## config.mk

```make
export PLATFORM = sky130hd
export DESIGN_NAME = scs_regs
export DESIGN_NICKNAME = d
export VERILOG_FILES = /design/src/scs_pkg.sv /design/src/scs_regs.sv /design/src/scs_cycle_counter.sv
export VERILOG_INCLUDE_DIRS = /design/src
export SDC_FILE = /design/constraint.sdc
export NUM_CORES = 1
export LEC_CHECK = 0
export BUFFER_PORTS_ARGS = -buffer_cell sky130_fd_sc_hd__clkbuf_2
export CAP_MARGIN = 10
export CELL_PAD_IN_SITES_DETAIL_PLACEMENT = 1
export CELL_PAD_IN_SITES_GLOBAL_PLACEMENT = 2
export CORE_AREA = 2 2 172 174
export CTS_CLUSTER_DIAMETER = 100
export DETAILED_ROUTE_END_ITERATION = 10
export DIE_AREA = 0 0 174 176
export PLACE_DENSITY_LB_ADDON = 0.1
export SYNTH_ARGS = -nofsm -noshare
export SYNTH_HDL_FRONTEND = slang
export SYNTH_SLANG_ARGS = --single-unit
```

## constraint.sdc

```tcl
create_clock -name clk -period 5.55 [get_ports clk]
set_clock_uncertainty 0.05 [all_clocks]
set_input_delay 1.11 -clock clk [delete_from_list [all_inputs] [get_ports clk]]
set_output_delay 1.11 -clock clk [all_outputs]
set_load 0.005 [all_outputs]
```

## src/scs_regs_map.svh

```systemverilog
// Register offsets, field positions and reset values of the system configuration bank.
// Assumes an 8-bit special-register port with byte addresses 0x00 to 0xff.
`ifndef SCS_REGS_MAP_SVH
`define SCS_REGS_MAP_SVH

// ----------------------------------------------------------------
// Offsets
// ----------------------------------------------------------------
`define SCS_OFF_CNT0      8'hdc
`define SCS_OFF_CNT1      8'hdd
`define SCS_OFF_CNT2      8'hde
`define SCS_OFF_CNT3      8'hdf
`define SCS_OFF_PHY_STATE 8'hef
`define SCS_OFF_LDR_ID    8'hf1
`define SCS_OFF_LDR_AL    8'hf2
`define SCS_OFF_LDR_AH    8'hf3
`define SCS_OFF_LDR_DATA  8'hf4
`define SCS_OFF_STR_BK    8'hf5
`define SCS_OFF_PX0_BK    8'hf6
`define SCS_OFF_PX1_BK    8'hf7
`define SCS_OFF_PSEL_BK   8'hf9
`define SCS_OFF_RAMB_L    8'hfa
`define SCS_OFF_RAMB_H    8'hfb
`define SCS_OFF_RAME_L    8'hfc
`define SCS_OFF_RAME_H    8'hfd
`define SCS_OFF_PHY_SETUP 8'hfe
`define SCS_OFF_CHIP_CFG  8'hff

// ----------------------------------------------------------------
// Fields and reset values
// ----------------------------------------------------------------
`define SCS_SETUP_RST_BIT   5
`define SCS_SETUP_SLEEP_BIT 4
`define SCS_SETUP_OVR_BIT   3
`define SCS_SETUP_WMASK     8'h3f
`define SCS_CFG_RB_BIT      7
`define SCS_CFG_LDIS_BIT    6
`define SCS_CFG_EM_HI       5
`define SCS_CFG_EM_LO       3
`define SCS_CFG_WMASK       8'hf8
`define SCS_RST_BYTE        8'h00
`define SCS_RST_WORD        16'h0000
`define SCS_RST_CNT         32'h0000_0000
`define SCS_CNT_STEP        32'h0000_0001
`define SCS_ZERO3           3'h0
`define SCS_ZERO5           5'h00
`define SCS_ZERO6           6'h00
`define SCS_ENTRY_LO        16'hfff7

`endif

```

## src/scs_pkg.sv

```systemverilog
// Types shared by the system configuration bank.
// Assumes scs_regs_map.svh is compiled alongside.
package scs_pkg;

  // ----------------------------------------------------------------
  // Register state
  // ----------------------------------------------------------------
  typedef struct packed {
    logic [7:0]  setup;
    logic [7:0]  cfg;
    logic [7:0]  ldr_id;
    logic [15:0] ldr_addr;
    logic [7:0]  ldr_data;
    logic [7:0]  str_bk;
    logic [7:0]  px0_bk;
    logic [7:0]  px1_bk;
    logic [7:0]  psel_bk;
    logic [15:0] ram_base;
    logic [15:0] ram_end;
    logic [7:0]  rdata;
  } scs_state_t;

  typedef struct packed {
    logic [1:0] sync1;
    logic [1:0] sync2;
  } scs_sync_t;

endpackage : scs_pkg

```

## src/scs_regs.sv

```systemverilog
// System configuration and status special-register bank.
// Assumes an 8-bit register port on the core clock: one-cycle write
// strobe with address and data, and a read strobe answered one cycle
// later on rdata. PHY status and boot-side flags come from outside.
`timescale 1ns/1ns
`include "scs_regs_map.svh"

module scs_regs (
  input  wire logic        clk,
  input  wire logic        sys_rst,
  input  wire logic [7:0]  addr,
  input  wire logic        wr_en,
  input  wire logic [7:0]  wdata,
  input  wire logic        rd_en,
  output logic [7:0]       rdata,
  input  wire logic        phy_duplex_half,
  input  wire logic        phy_rate_10m,
  input  wire logic        phy_link_up,
  input  wire logic [2:0]  mode_strap_pins,
  input  wire logic        flash_busy_in,
  input  wire logic        boot_running_in,
  input  wire logic [15:0] loader_target,
  output logic             phy_reset_out,
  output logic             phy_power_down,
  output logic [2:0]       phy_opmode,
  output logic             reboot_after_load,
  output logic             loader_enable,
  output logic [2:0]       offchip_store_mode,
  output logic             entry_access_en,
  output logic [7:0]       stretch_cfg_backup,
  output logic [7:0]       ptr_ext0_backup,
  output logic [7:0]       ptr_ext1_backup,
  output logic [7:0]       ptr_select_backup,
  output logic [15:0]      ram_base_reg,
  output logic [15:0]      ram_end_reg,
  output logic [7:0]       loader_ident_reg,
  output logic [15:0]      loader_addr_reg,
  output logic [7:0]       loader_data_reg
);

  scs_pkg::scs_state_t st_q;
  scs_pkg::scs_state_t st_d;
  scs_pkg::scs_sync_t  sy_q;
  scs_pkg::scs_sync_t  sy_d;
  logic [2:0]          duplex_s1_q;
  logic [2:0]          duplex_s2_q;
  logic [2:0]          strap_s1_q;
  logic [2:0]          strap_s2_q;
  logic [31:0]         cycle_counter;
  logic [7:0]          phy_state_reg;
  logic [7:0]          chip_config_reg;
  logic                flash_busy_flag;
  logic                boot_active_flag;

  // ----------------------------------------------------------------
  // Cycle counter
  // ----------------------------------------------------------------
  scs_cycle_counter u_cnt (
    .clk     (clk),
    .sys_rst (sys_rst),
    .count   (cycle_counter)
  );

  // ----------------------------------------------------------------
  // Input synchronisers
  // ----------------------------------------------------------------
  // PHY status, strap pins and loader flags arrive from other
  // domains or pads, so each passes two flops before use. The first
  // stage feeds only the second stage.
  always_ff @(posedge clk or posedge sys_rst) begin
    if (sys_rst) begin
      duplex_s1_q <= `SCS_ZERO3;
      duplex_s2_q <= `SCS_ZERO3;
      strap_s1_q  <= `SCS_ZERO3;
      strap_s2_q  <= `SCS_ZERO3;
    end else begin
      duplex_s1_q <= {phy_duplex_half, phy_rate_10m, phy_link_up};
      duplex_s2_q <= duplex_s1_q;
      strap_s1_q  <= mode_strap_pins;
      strap_s2_q  <= strap_s1_q;
    end
  end

  // Flag synchroniser next value; stage two copies stage one.
  always_comb begin
    sy_d       = sy_q;
    sy_d.sync1 = {flash_busy_in, boot_running_in};
    sy_d.sync2 = sy_q.sync1;
  end

  // Flag synchroniser registers.
  always_ff @(posedge clk or posedge sys_rst) begin
    if (sys_rst) begin
      sy_q <= '0;
    end else begin
      sy_q <= sy_d;
    end
  end

  assign flash_busy_flag  = sy_q.sync2[1];
  assign boot_active_flag = sy_q.sync2[0];

  // ----------------------------------------------------------------
  // Read views
  // ----------------------------------------------------------------
  // Live PHY status in bits 2..0; upper bits always read zero.
  assign phy_state_reg = {`SCS_ZERO5, duplex_s2_q};

  // Writable fields come from storage, the two low flags are live.
  assign chip_config_reg = {st_q.cfg[7:3], 1'b0,
                            flash_busy_flag,
                            boot_active_flag};

  // ----------------------------------------------------------------
  // Register writes and read mux
  // ----------------------------------------------------------------
  // Writes to the status and counter offsets fall to the default
  // arm and change nothing. Read data is captured on the strobe and
  // held until the next read, so the core sees a stable byte.
  always_comb begin
    st_d = st_q;
    if (wr_en) begin
      unique case (addr)
        `SCS_OFF_PHY_SETUP: st_d.setup = wdata & `SCS_SETUP_WMASK;
        `SCS_OFF_CHIP_CFG:  st_d.cfg   = wdata & `SCS_CFG_WMASK;
        `SCS_OFF_LDR_ID:    st_d.ldr_id        = wdata;
        `SCS_OFF_LDR_AL:    st_d.ldr_addr[7:0] = wdata;
        `SCS_OFF_LDR_AH:    st_d.ldr_addr[15:8] = wdata;
        `SCS_OFF_LDR_DATA:  st_d.ldr_data      = wdata;
        `SCS_OFF_STR_BK:    st_d.str_bk        = wdata;
        `SCS_OFF_PX0_BK:    st_d.px0_bk        = wdata;
        `SCS_OFF_PX1_BK:    st_d.px1_bk        = wdata;
        `SCS_OFF_PSEL_BK:   st_d.psel_bk       = wdata;
        `SCS_OFF_RAMB_L:    st_d.ram_base[7:0]  = wdata;
        `SCS_OFF_RAMB_H:    st_d.ram_base[15:8] = wdata;
        `SCS_OFF_RAME_L:    st_d.ram_end[7:0]   = wdata;
        `SCS_OFF_RAME_H:    st_d.ram_end[15:8]  = wdata;
        default:            st_d.setup = st_q.setup;
      endcase
    end
    if (rd_en) begin
      unique case (addr)
        `SCS_OFF_CNT0:      st_d.rdata = cycle_counter[7:0];
        `SCS_OFF_CNT1:      st_d.rdata = cycle_counter[15:8];
        `SCS_OFF_CNT2:      st_d.rdata = cycle_counter[23:16];
        `SCS_OFF_CNT3:      st_d.rdata = cycle_counter[31:24];
        `SCS_OFF_PHY_STATE: st_d.rdata = phy_state_reg;
        `SCS_OFF_PHY_SETUP: st_d.rdata = st_q.setup;
        `SCS_OFF_CHIP_CFG:  st_d.rdata = chip_config_reg;
        `SCS_OFF_LDR_ID:    st_d.rdata = st_q.ldr_id;
        `SCS_OFF_LDR_AL:    st_d.rdata = st_q.ldr_addr[7:0];
        `SCS_OFF_LDR_AH:    st_d.rdata = st_q.ldr_addr[15:8];
        `SCS_OFF_LDR_DATA:  st_d.rdata = st_q.ldr_data;
        `SCS_OFF_STR_BK:    st_d.rdata = st_q.str_bk;
        `SCS_OFF_PX0_BK:    st_d.rdata = st_q.px0_bk;
        `SCS_OFF_PX1_BK:    st_d.rdata = st_q.px1_bk;
        `SCS_OFF_PSEL_BK:   st_d.rdata = st_q.psel_bk;
        `SCS_OFF_RAMB_L:    st_d.rdata = st_q.ram_base[7:0];
        `SCS_OFF_RAMB_H:    st_d.rdata = st_q.ram_base[15:8];
        `SCS_OFF_RAME_L:    st_d.rdata = st_q.ram_end[7:0];
        `SCS_OFF_RAME_H:    st_d.rdata = st_q.ram_end[15:8];
        default:            st_d.rdata = `SCS_RST_BYTE;
      endcase
    end
  end

  // Register the whole bank; reset gives all-zero contents.
  always_ff @(posedge clk or posedge sys_rst) begin
    if (sys_rst) begin
      st_q <= '0;
    end else begin
      st_q <= st_d;
    end
  end

  // ----------------------------------------------------------------
  // Control outputs
  // ----------------------------------------------------------------
  // The PHY reset bit is a plain level: hardware never clears it, so
  // the PHY stays in reset until software writes it back to zero.
  assign phy_reset_out  = st_q.setup[`SCS_SETUP_RST_BIT];
  assign phy_power_down = st_q.setup[`SCS_SETUP_SLEEP_BIT];

  // Register code has the strap encoding and replaces it only when
  // the override bit is set; otherwise the synchronised straps rule.
  assign phy_opmode = st_q.setup[`SCS_SETUP_OVR_BIT] ? st_q.setup[2:0]
                                                     : strap_s2_q;

  assign reboot_after_load = st_q.cfg[`SCS_CFG_RB_BIT];
  assign loader_enable     = ~st_q.cfg[`SCS_CFG_LDIS_BIT];
  assign offchip_store_mode = st_q.cfg[`SCS_CFG_EM_HI:`SCS_CFG_EM_LO];

  // Entry range access opens only with reboot set and a target in
  // the top nine bytes of the code space.
  assign entry_access_en = st_q.cfg[`SCS_CFG_RB_BIT]
                         & (loader_target >= `SCS_ENTRY_LO);

  assign rdata              = st_q.rdata;
  assign stretch_cfg_backup = st_q.str_bk;
  assign ptr_ext0_backup    = st_q.px0_bk;
  assign ptr_ext1_backup    = st_q.px1_bk;
  assign ptr_select_backup  = st_q.psel_bk;
  assign ram_base_reg       = st_q.ram_base;
  assign ram_end_reg        = st_q.ram_end;
  assign loader_ident_reg   = st_q.ldr_id;
  assign loader_addr_reg    = st_q.ldr_addr;
  assign loader_data_reg    = st_q.ldr_data;

endmodule : scs_regs

```

## src/scs_cycle_counter.sv

```systemverilog
// Free-running 32-bit core clock cycle counter.
// Assumes one core clock and an asynchronous active-high reset.
`timescale 1ns/1ns
`include "scs_regs_map.svh"

module scs_cycle_counter (
  input  wire logic        clk,
  input  wire logic        sys_rst,
  output logic [31:0]      count
);

  typedef struct packed {
    logic [31:0] cnt;
  } scs_cnt_t;

  scs_cnt_t st_q;
  scs_cnt_t st_d;

  // ----------------------------------------------------------------
  // Counting
  // ----------------------------------------------------------------
  // Plain add; the carry out is dropped so the count wraps silently.
  always_comb begin
    st_d     = st_q;
    st_d.cnt = st_q.cnt + `SCS_CNT_STEP;
  end

  // Register the count; reset clears it.
  always_ff @(posedge clk or posedge sys_rst) begin
    if (sys_rst) begin
      st_q.cnt <= `SCS_RST_CNT;
    end else begin
      st_q <= st_d;
    end
  end

  assign count = st_q.cnt;

endmodule : scs_cycle_counter

```

* After elaboration in Yosys (flattened, before gate mapping)
Index checks and enable logic that the tools add are counted.
W data, S select, Z words.
** Word-level totals
- Word-level logic and storage cells :: 61
- Input bits :: 44
- Bits in registers :: 163
** Cells by class
- Multiplexer cells :: 2
- Reductions and logical operators :: 14
- Add/sub/neg operators :: 1
- Bitwise logic cells :: 2
- $lt $le $gt $ge :: 1
- Equal/unequal tests :: 19
** Operators by type and width (number)
- $eq A8 B8 Y1 const B :: 19
- $pmux W8 S19 :: 1
- $add A32 B1 Y32 const B :: 1
- $reduce_and A2 Y1 :: 14
- $ge A16 B16 Y1 const B :: 1
- $mux W3 :: 1
- $and A1 B1 Y1 :: 1
- $not A1 Y1 :: 1

* Logic depth before layout (Yosys ltp)
Gate-level depths: netlist of run 1.
- Depth after elaboration :: 2
- Gate-level depth with buffers :: 8

* Hierarchy
A second synthesis of run 1 with hierarchy kept.
** Unflattened totals
- Cell total of the unflattened synthesis :: 739
- Area, all modules :: 8799.7 µm²
** By module, submodules not included
- scs_regs :: instances 1, area each 7310.8 µm², cells an instance 610
- scs_cycle_counter :: instances 1, area each 1488.9 µm², cells an instance 129

* Worst setup path before layout of run 1
Ideal clock, no wire load.
- Kind :: input port to output port
- Start :: input loader_target[15]
- End :: output entry_access_en
- Setup slack :: 2723 ps
- Stages :: 3
- Arrival :: 1667 ps
- Required time :: 4390 ps
- Cell sequence :: and4_1 -> nand3_1 -> nor4_1
** Between the ends
- Longest elaborated chain between the ends :: 2
** RTL lines
- start, declared :: line scs_regs.sv:22 : input wire logic [15:0] loader_target,
- $ge A16 B16 Y1 (no source line)
- $and A1 B1 Y1 :: line scs_regs.sv:195 : assign entry_access_en = st_q.cfg[`SCS_CFG_RB_BIT]
- end, declared :: line scs_regs.sv:29 : output logic entry_access_en,
No other way between the ends.

* Final worst setup path of run 1
- Start :: input addr[0]
- End :: register st_q, in the netlist loader_addr_reg[9]
** Between the ends
- Longest elaborated chain between the ends :: 2
** RTL lines
- start, declared :: line scs_regs.sv:11 : input wire logic [7:0] addr,
- $eq A8 B8 Y1 :: line scs_regs.sv:123 : unique case (addr)
- $reduce_and A2 Y1 (no source line)
- end signal, assigned :: line scs_regs.sv:172 : st_q <= st_d;
- end, declared :: line scs_regs.sv:41 : scs_pkg::scs_state_t st_q;
No other way between the ends.
A chain may end at the register's enable or synchronous reset.

==> results of run 1 <==
==> layer usage <==
layer	GRT usage	vias to the layer above
met5	0	-
met4	0.0487	0
met3	0.0314	22
met2	0.336	122
met1	0.271	3103
li1	-	2638
==> critical path: cells and delay by family <==
family,cells,cell delay [ns]
mux,1,0.42
buf+inv,2,0.82
simple gates,3,1.64
==> cell families after synthesis <==
group | count (synthesis)
AOI/OAI and AO/OA | 89
xor gates and xnor gates | 30
adders and majority gates | 1
buffers and inverters | 151
DFF | 163
muxes | 136
and+or+nand+nor | 158
==> final timing paths <==
check,slack (ns),to
min in group asynchronous,0.84,loader_data_reg[5]
worst min-delay path,0.30,chip_config_reg[1]
worst max-delay path,1.79,loader_addr_reg[9]
worst max register to register,3.32,rdata[2]
worst min register to register,0.30,chip_config_reg[1]
max in group asynchronous,3.87,u_cnt.count[8]
==> through the flow <==
stage / area (um^2) / util / setup slack, ns / hold WS, ns / cells
2_1_floorplan: 8570 / - / 2.32 / 0.281 / 728
3_3_place_gp: 8910 / 0.312 / 1.40 / 0.283 / 1135
3_5_place_dp: 8910 / 0.312 / 1.38 / 0.286 / 1135
4_1_cts: 9510 / 0.333 / 1.83 / 0.302 / 1166
5_1_grt: 9510 / 0.333 / 1.73 / 0.315 / 1166
6_report: 9510 / 0.333 / 1.79 / 0.298 / 1166
==> report_power, final <==
part           switching (mW)  leakage [nW]  internal [mW]
Combinational           0.144          2.03         0.0978
Clock                   0.536         0.287          0.716
Sequential             0.0477          2.20           1.23
==> cells in the final DEF, fill, tap and decap left out, types with 7 or more instances in the layout <==
| cell | count |
|---|---|
| a21oi_1 | 9 |
| a221oi_1 | 8 |
| a22o_1 | 7 |
| a22oi_1 | 7 |
| and3_1 | 13 |
| buf_4 | 7 |
| clkbuf_16 | 17 |
| clkbuf_2 | 158 |
| dfrtp_1 | 163 |
| inv_1 | 7 |
| mux2_2 | 116 |
| mux2i_1 | 15 |
| nand2_1 | 28 |
| nand3_1 | 34 |
| nor2_1 | 20 |
| nor2_2 | 8 |
| nor3_1 | 11 |
| o21ai_0 | 8 |
| xnor2_1 | 20 |
| xor2_1 | 10 |
==> layout make-up <==
class	count	area, um^2	area share
sequential	163	4080	0.429
multi-input combinational	414	3450	0.363
timing repair buffer	166	863	0.0907
tap	384	480	0.0505
clock buffer	18	429	0.0451
clock inverter	13	175	0.0184
inverter	8	33.8	0.00355
==> flow_summary_export.csv, run 1 <==
group,metric,value,unit
setup_path,slowest_delay,0.68,ns
floorplan,die_area,30600,um^2
cts,post_cts_buffers,0,
sta,maxSlewViolCount,0,
floorplan,fp.dieW,174,um
sta,tns,0,ns
logic_synthesis,synthesis.area,8560,um^2
sta,post-route-period-util,0.677,
setup_path,path_class,"in -> reg",
global_route,grt_pass1_wl,44800,um
placement,gp_congestion,0.813,
layout,largest_register_ffs,32,
sta,hold_viol_final,0,
floorplan,rows,62,
setup_path,worstPathArrival,4.02,ns
power_and_ir_drop,power.total,2.78,mW
min_path,whs_path_depth,0,
cts,h-tree-depth,4,
drt,dr.pass1.iters,4,
min_path,min_from,"sy_d[1]",
drt,ant_nets,0,
logic_synthesis,synth_enable_flop_cells,0,
logic_synthesis,muxShareOfSynthArea,0.183,
drt,wl_met3,1080,um
setup_path,path_max_fanout,23,
placement,portBuffers,158,
outcome,status,"finished, final reports clean",
cts,cts_root_buf,"clkbuf_16",
logic_synthesis,synth-compound-area-share,0.0842,
setup_path,crit_start,"addr[0]",
power_and_ir_drop,vdd_drop_max,0.153,mV
cts,cts_resized,0,
drt,via_per_inst,5.05,
drt,wl_met2,14700,um
drt,met1_length,13400,um
layout,layout.nets,815,
logic_synthesis,synth.top_cell.area_share,0.476,
setup_path,crit_chain,"clkbuf_2 > buf_4 > and2_1 > and2_1 > and3_1 > mux2_2",
floorplan,initial_utilization,0.300,
setup_path,cpMostUsedCell,"and2_1",
setup_path,end_kind,"register",
run,maxCapViolCount,0,
drt,routedWlPerCell,25.4,um
power_and_ir_drop,powerDensity,292,nW/um^2
logic_synthesis,synth-xor-area-share,0.0307,
logic_synthesis,synth_common_cells,"dfrtp_1, mux2_2, buf_4",
cts,path_clk_slew,0.07,ns
drt,via_count,5885,
sta,fmax,266,MHz
cts,clk_path_buf_depth,2,
sta,rsz0062_at_grt,"false",
cts,numCtsBuffers,17,
cts,cts_sinks,163,
logic_synthesis,yosysSeqAreaShare,0.476,
logic_synthesis,synthTopCellsByArea,"dfrtp_1, mux2_2, buf_4",
logic_synthesis,ys_ff_latch,163,
logic_synthesis,synth_fp_nets,773,
setup_path,critical_path_required,5.82,ns
floorplan,chipHeight,176,um
logic_synthesis,yosysTopAreaCell,"dfrtp_1",
sta,worstMarginPinSlew,1.05,ns
global_route,grt_max_degree,164,
drt,maxUsedRoutingLayer,"met4",
global_route,grt_pass1_vias,6417,
sta,relSlewSlack,0.299,
logic_synthesis,synth.most_common_cell,"dfrtp_1",
cts,cts_tree,"built",
global_route,antenna_found_initial,1,
logic_synthesis,yosysWarnings,0,
drt,drtIter0Drc,362,
logic_synthesis,ys_types,68,
logic_synthesis,synth_top_family_by_area,"multiplexers",
min_path,hp-class,"reg -> reg",
logic_synthesis,async_reset_ff_frac,1.00,
layout,drive_gt1_frac,0.437,
logic_synthesis,synth_area_per_cell,11.8,um^2
setup_path,cpMaxStageDelayCell,"and3_1",
cts,holdBufCountCts,0,
cts,clock_latency,0.44,ns
logic_synthesis,synthAdderAreaFrac,0.00146,
layout,n_antenna_cell,0,
power_and_ir_drop,cellLeakagePower,4.52,nW
layout,fillers,3202,
drt,drc,0,
global_route,grt_usage,0.200,
sta,min_period,3.76,ns
global_route,grt-ovfl-total,0,
drt,wl,29600,um
floorplan,core_area,28500,um^2
setup_path,rr_worst_depth,3,
logic_synthesis,synthCells,728,
setup_path,start_kind,"input port",
setup_path,crit-reg2reg-launch,"u_cnt.count[2]",
logic_synthesis,synth_ff_type,"dfrtp_1",
layout,area_growth,11.1,%
placement,dp_hpwl,21500,um
floorplan,ios,159,
logic_synthesis,synth-simple-area-share,0.104,
sta,setup_viol,0,
(Power assumes the default switching activity.)
==> run 2: changes to the inputs <==
--- a/config.mk
+++ b/config.mk
@@ -6,14 +6,15 @@
 export SDC_FILE = /design/constraint.sdc
 export NUM_CORES = 1
 export LEC_CHECK = 0
+export ABC_AREA = 1
 export BUFFER_PORTS_ARGS = -buffer_cell sky130_fd_sc_hd__clkbuf_2
 export CAP_MARGIN = 10
 export CELL_PAD_IN_SITES_DETAIL_PLACEMENT = 1
 export CELL_PAD_IN_SITES_GLOBAL_PLACEMENT = 2
-export CORE_AREA = 2 2 172 174
+export CORE_AREA = 2 2 174 176
 export CTS_CLUSTER_DIAMETER = 100
 export DETAILED_ROUTE_END_ITERATION = 10
-export DIE_AREA = 0 0 174 176
+export DIE_AREA = 0 0 176 178
 export PLACE_DENSITY_LB_ADDON = 0.1
 export SYNTH_ARGS = -nofsm -noshare
 export SYNTH_HDL_FRONTEND = slang
==> constraint.sdc (replaced) <==
create_clock -name clk -period 3.3 [get_ports clk]
set_clock_uncertainty 0.05 [all_clocks]
set_input_delay 0.66 -clock clk [delete_from_list [all_inputs] [get_ports clk]]
set_output_delay 0.66 -clock clk [all_outputs]
set_load 0.005 [all_outputs]
==> run 2 against run 1 <==
Clock-buffer cell count shrank 1. Synthesized cell count is 41% higher. Worst hold slack worse by 0.055 ns. Worst setup slack worse by 0.60 ns. Routed wire length up 5.5%.
==> flow_summary_export.csv, run 2 <==
group,metric,value,unit
outcome,status,"finished, final reports clean",
logic_synthesis,synth-xor-area-share,0.0302,
layout,final_common_cell,"nand2_1",
logic_synthesis,synth_ff_type,"dfrtp_1",
setup_path,r2r-end,"u_cnt.count[26]",
global_route,grt_usage,0.208,
power_and_ir_drop,switching_share,0.278,
power_and_ir_drop,power.switching,1.25,mW
floorplan,initial_utilization,0.296,
setup_path,start_kind,"register",
logic_synthesis,synthTopCellsByArea,"dfrtp_1, nand2_1, buf_4",
sta,rsz0062_at_grt,"false",
logic_synthesis,synth.top_cell.area_share,0.469,
sta,fmax,474,MHz
logic_synthesis,ys_types,31,
layout,fillers,3524,
logic_synthesis,yosysSeqAreaShare,0.469,
floorplan,fp.dieW,176,um
global_route,grt_pass1_wl,47500,um
power_and_ir_drop,p_clk_frac,0.446,
cts,path_clk_slew,0.08,ns
sta,relSlewSlack,0.412,
setup_path,worstPathArrival,1.40,ns
sta,min_period,2.11,ns
floorplan,ios,159,
setup_path,critical_path_required,2.59,ns
sta,worstMarginPinSlew,0.880,ns
layout,regArea,4080,um^2
layout,multi_input_area,3360,um^2
power_and_ir_drop,power.total,4.50,mW
logic_synthesis,synthCells,1029,
global_route,grt-ovfl-total,0,
setup_path,crit_chain,"nand3_1 > a2111oi_0 > clkbuf_2",
logic_synthesis,synth_fp_nets,1074,
setup_path,path_class,"reg -> out",
logic_synthesis,synth-simple-area-share,0.281,
layout,layout.nets,1113,
setup_path,slowest_delay,0.43,ns
logic_synthesis,synth_top_family_by_area,"simple AND/OR/NAND/NOR gates",
layout,area_growth,11.0,%
logic_synthesis,synth_common_cells,"nand2_1, dfrtp_1, nand3_1",
cts,numCtsBuffers,17,
cts,cts_sinks,163,
cts,cts_resized,0,
cts,holdBufCountCts,0,
cts,clk_path_buf_depth,2,
setup_path,cpMaxStageDelayCell,"dfrtp_1",
cts,cts_root_buf,"clkbuf_16",
floorplan,core_area,29400,um^2
setup_path,ff2ff_setup_slack,1.44,ns
logic_synthesis,synth_enable_flop_cells,0,
setup_path,worst-path-buf-inv,1,
placement,dp_hpwl,23500,um
layout,drive_gt1_frac,0.244,
logic_synthesis,async_reset_ff_frac,1.00,
power_and_ir_drop,p_int,3.25,mW
layout,n_antenna_cell,0,
sta,post-route-period-util,0.640,
logic_synthesis,synth.most_common_cell,"nand2_1",
cts,clock_latency,0.44,ns
logic_synthesis,synthesis.area,8700,um^2
floorplan,chipHeight,178,um
logic_synthesis,muxShareOfSynthArea,0,
setup_path,crit-reg2reg-launch,"u_cnt.count[0]",
cts,post_cts_buffers,0,
floorplan,rows,63,
logic_synthesis,synth_area_per_cell,8.45,um^2
min_path,hp-class,"in -> async",
logic_synthesis,ys_ff_latch,163,
drt,drtIter0Drc,410,
sta,setup_viol,0,
logic_synthesis,synthAdderAreaFrac,0.00144,
drt,drc,0,
floorplan,die_area,31300,um^2
setup_path,end_kind,"output pin",
drt,via_per_inst,4.71,
setup_path,path_max_fanout,4,
global_route,grt_pass1_vias,7107,
drt,dr.pass1.iters,4,
layout,largest_register_ffs,32,
placement,gp_congestion,0.804,
sta,maxSlewViolCount,0,
power_and_ir_drop,vdd_drop_max,0.238,mV
global_route,antenna_found_initial,1,
sta,tns,0,ns
power_and_ir_drop,powerDensity,466,nW/um^2
layout,layout_common_cells,"nand2_1, dfrtp_1, clkbuf_2",
drt,wl,31300,um
logic_synthesis,yosysWarnings,0,
power_and_ir_drop,cellLeakagePower,4.81,nW
cts,h-tree-depth,4,
logic_synthesis,synth-compound-area-share,0.0738,
run,maxCapViolCount,0,
cts,cts_tree,"built",
logic_synthesis,yosysTopAreaCell,"dfrtp_1",
drt,via_count,6923,
power_and_ir_drop,power_frac_comb,0.075,
sta,hold_viol_final,0,
drt,ant_nets,0,
power_and_ir_drop,p_seq_frac,0.479,
setup_path,cp_top_family,"flip-flops",
drt,routedWlPerCell,21.3,um
global_route,grt_max_degree,106,
setup_path,rr_worst_depth,9,
placement,portBuffers,158,
## run 2: power groups by stage
stage / Clock [mW] / Sequential, mW / Combinational [mW]
final: 2.01 / 2.15 / 0.338
after global routing: 2.13 / 2.17 / 0.383
after CTS: 2.05 / 2.16 / 0.349
after detailed placement: 0 / 2.20 / 0.348
after global placement: 0 / 2.19 / 0.343
after floorplan: 0 / 2.15 / 0.253
## run 2: layout make-up
cell class / count / share of cell area
tap: 390 / 0.0506
clock inverter: 14 / 0.0149
timing repair buffer: 170 / 0.0977
multi-input combinational: 660 / 0.348
sequential: 163 / 0.423
clock buffer: 17 / 0.0441
inverter: 56 / 0.0222
## run 2: kinds of logic (layout without fill, tap and decap cells)
family                     count (synthesis)  in the layout
AOI/OAI and AO/OA                        118            118
xor gates and xnor gates                  30             30
adders and majority gates                  1              1
buffers and inverters                    206            257
DFF                                      163            163
and+or+nand+nor                          511            511
## run 2: worst max path at each step
| stage | startpoint | end | slack, ns | cells past startpoint |
|---|---|---|---|---|
| after floorplan | sys_rst | boot_active_flag | 0.52 | 1 |
| after global placement | addr[6] | ram_end_reg[3] | 0.86 | 9 |
| after detailed placement | addr[7] | ram_end_reg[5] | 0.77 | 8 |
| after CTS | reboot_after_load | entry_access_en | 1.15 | 3 |
| after global routing | addr[6] | ram_end_reg[7] | 1.01 | 8 |
| final | reboot_after_load | entry_access_en | 1.19 | 3 |
## run 2: per-layer routing
metal	routed length [um]	GRT usage	vias up
met5	0	0	-
met2	13700	0.312	178
met3	1440	0.0311	19
met4	340	0.0458	0
met1	15800	0.315	3411
li1	-	-	3315
## run 2: worst register-to-register path, cell delays in order (launching register included)
cell and delay (ns):
dfrtp_1 0.41, ha_1 0.22, nand3_2 0.11, nor2_2 0.18, nand2_2 0.12, nor2_2 0.13, nand2_2 0.14, nor2_4 0.16
nand3_2 0.08, xor2_1 0.14
## run 2: through the flow
stage | util | cells | setup WS (ns) | instance area, um^2 | hold slack [ns]
after floorplan | - | 1029 | 0.519 | 8700 | 0.281
after CTS | 0.328 | 1470 | 1.15 | 9650 | 0.263
final | 0.328 | 1470 | 1.19 | 9650 | 0.243
after global placement | 0.309 | 1439 | 0.862 | 9080 | 0.282
after global routing | 0.328 | 1470 | 1.01 | 9650 | 0.259
after detailed placement | 0.309 | 1439 | 0.772 | 9080 | 0.286
==> run 3: changes to the inputs <==
==> constraint.sdc (replaced) <==
create_clock -name clk -period 2.15 [get_ports clk]
set_clock_uncertainty 0.05 [all_clocks]
set_input_delay 0.43 -clock clk [delete_from_list [all_inputs] [get_ports clk]]
set_output_delay 0.43 -clock clk [all_outputs]
set_load 0.005 [all_outputs]
==> run 3 against run 2 <==
Non-clock buffer count grew 35. Critical endpoint is now u_cnt.count[30]. Final area is 2.8% higher. Largest power group unchanged. Critical path type is now reg -> reg. Clock power increased by 52%. Global-route usage rose by 0.17 points. Largest cell class unchanged.
==> flow_summary_export.csv, run 3 (synthesis results as in run 2) <==
group,metric,value,unit
outcome,status,"finished, final reports clean",
sta,maxSlewViolCount,0,
setup_path,cpMaxStageDelayCell,"dfrtp_1",
sta,min_period,1.91,ns
global_route,grt-ovfl-total,0,
min_path,whs_path_depth,1,
min_path,min_from,"phy_rate_10m",
sta,tns,0,ns
floorplan,rows,63,
sta,worstMarginPinSlew,0.802,ns
setup_path,crit-reg2reg-launch,"u_cnt.count[0]",
setup_path,r2r-end,"u_cnt.count[30]",
floorplan,ios,159,
floorplan,die_area,31300,um^2
floorplan,fp.dieW,176,um
layout,layout_common_cells,"nand2_1, dfrtp_1, clkbuf_2",
placement,portBuffers,158,
floorplan,chipHeight,178,um
cts,clk_path_buf_depth,2,
drt,ant_nets,0,
setup_path,end_kind,"register",
run,maxCapViolCount,0,
sta,relSlewSlack,0.465,
min_path,hp-class,"in -> reg",
setup_path,critical_path_required,2.41,ns
setup_path,worstPathArrival,2.17,ns
cts,cts_root_buf,"clkbuf_16",
setup_path,cp_top_family,"simple AND/OR/NAND/NOR gates",
sta,fmax,525,MHz
min_path,min_to,"duplex_s1_q[1]",
floorplan,initial_utilization,0.296,
drt,dr.pass1.iters,4,
drt,wl,31600,um
setup_path,path_class,"reg -> reg",
layout,area_growth,14.1,%
placement,dpl_cell_area,9340,um^2
layout,largest_register_ffs,32,
placement,dp_hpwl,23800,um
global_route,grt_usage,0.210,
setup_path,start_kind,"register",
global_route,grt_max_degree,64,
setup_path,slowest_delay,0.45,ns
global_route,grt_pass1_vias,7123,
global_route,grt_pass1_wl,47900,um
layout,drive_gt1_frac,0.268,
power_and_ir_drop,powerDensity,699,nW/um^2
layout,layout.nets,1148,
power_and_ir_drop,vdd_drop_max,0.444,mV
setup_path,rr_worst_depth,9,
cts,clock_latency,0.43,ns
cts,cts_resized,0,
drt,drtIter0Drc,506,
cts,h-tree-depth,4,
cts,cts_sinks,163,
global_route,antenna_found_initial,0,
sta,setup_viol,0,
sta,hold_viol_final,0,
cts,numCtsBuffers,17,
layout,final_core_util,0.337,
drt,via_count,7021,
sta,timing.hold.ws,0.0463,ns
layout,n_antenna_cell,0,
setup_path,crit_chain,"ha_1 > nand3_2 > nor2_2 > nand2_2 > nor2_2 > nand2_2 > nor2_4 > nand2_1 > xor2_1",
drt,via_per_inst,4.66,
power_and_ir_drop,cellLeakagePower,4.98,nW
setup_path,path_max_fanout,5,
floorplan,core_area,29400,um^2
sta,rsz0062_at_grt,"false",
cts,cts_tree,"built",
layout,stdcell_area,9920,um^2
layout,fillers,3504,
placement,gp_congestion,0.804,
sta,setup_ws,0.244,ns
setup_path,ff2ff_setup_slack,0.24,ns
placement,place_ws,-0.127,ns
setup_path,worst-path-buf-inv,0,
sta,post-route-period-util,0.887,
drt,routedWlPerCell,21.0,um
layout,final_common_cell,"nand2_1",
cts,path_clk_slew,0.08,ns
drt,drc,0,
-- run 3: repair_timing --
action                                 in CTS  in global routing
buffers inserted                            0                  0
hold buffers                                1                  0
endpoints found under the hold margin      10                  0
-- run 3: report_power, final --
group	total, mW	internal, mW	switching [mW]
registers	3.31	3.18	0.126
clock network	3.06	1.59	1.48
logic	0.564	0.211	0.353
total	6.93	4.98	1.96
-- run 3: routing by layer --
metal	share of wire	vias up	wire [um]	GRT usage
met5	0	-	0	0
met4	0.011	0	337	0.0475
li1	-	3392	-	-
met3	0.030	15	936	0.0232
met1	0.53	3463	16700	0.326
met2	0.43	151	13700	0.310
-- run 3: cell type report --
type | instances | area [um^2] | share of cell area
clock buffer | 19 | 453 | 0.0457
clock inverter | 13 | 118 | 0.0119
inverter | 56 | 214 | 0.0216
multi-input combinational | 660 | 3360 | 0.339
sequential | 163 | 4080 | 0.411
tap | 390 | 488 | 0.0492
timing repair buffer | 205 | 1210 | 0.122
-- run 3: worst max path at each step --
stage / start / to / slack, ns / depth (start not counted)
6_report: u_cnt.count[0] / u_cnt.count[30] / 0.24 / 9
5_1_grt: u_cnt.count[0] / u_cnt.count[30] / 0.04 / 9
4_1_cts: u_cnt.count[0] / u_cnt.count[30] / 0.20 / 9
3_5_place_dp: addr[6] / rdata[2] / -0.13 / 12
3_3_place_gp: addr[6] / rdata[2] / -0.13 / 12
2_1_floorplan: sys_rst / boot_active_flag / -0.40 / 1
-- run 3: through the flow --
stage,power [mW],instances
finish,6.93,1506
global route,7.22,1506
CTS,7.01,1506
detailed placement,3.94,1473
global placement,3.93,1473
floorplan,3.69,1029
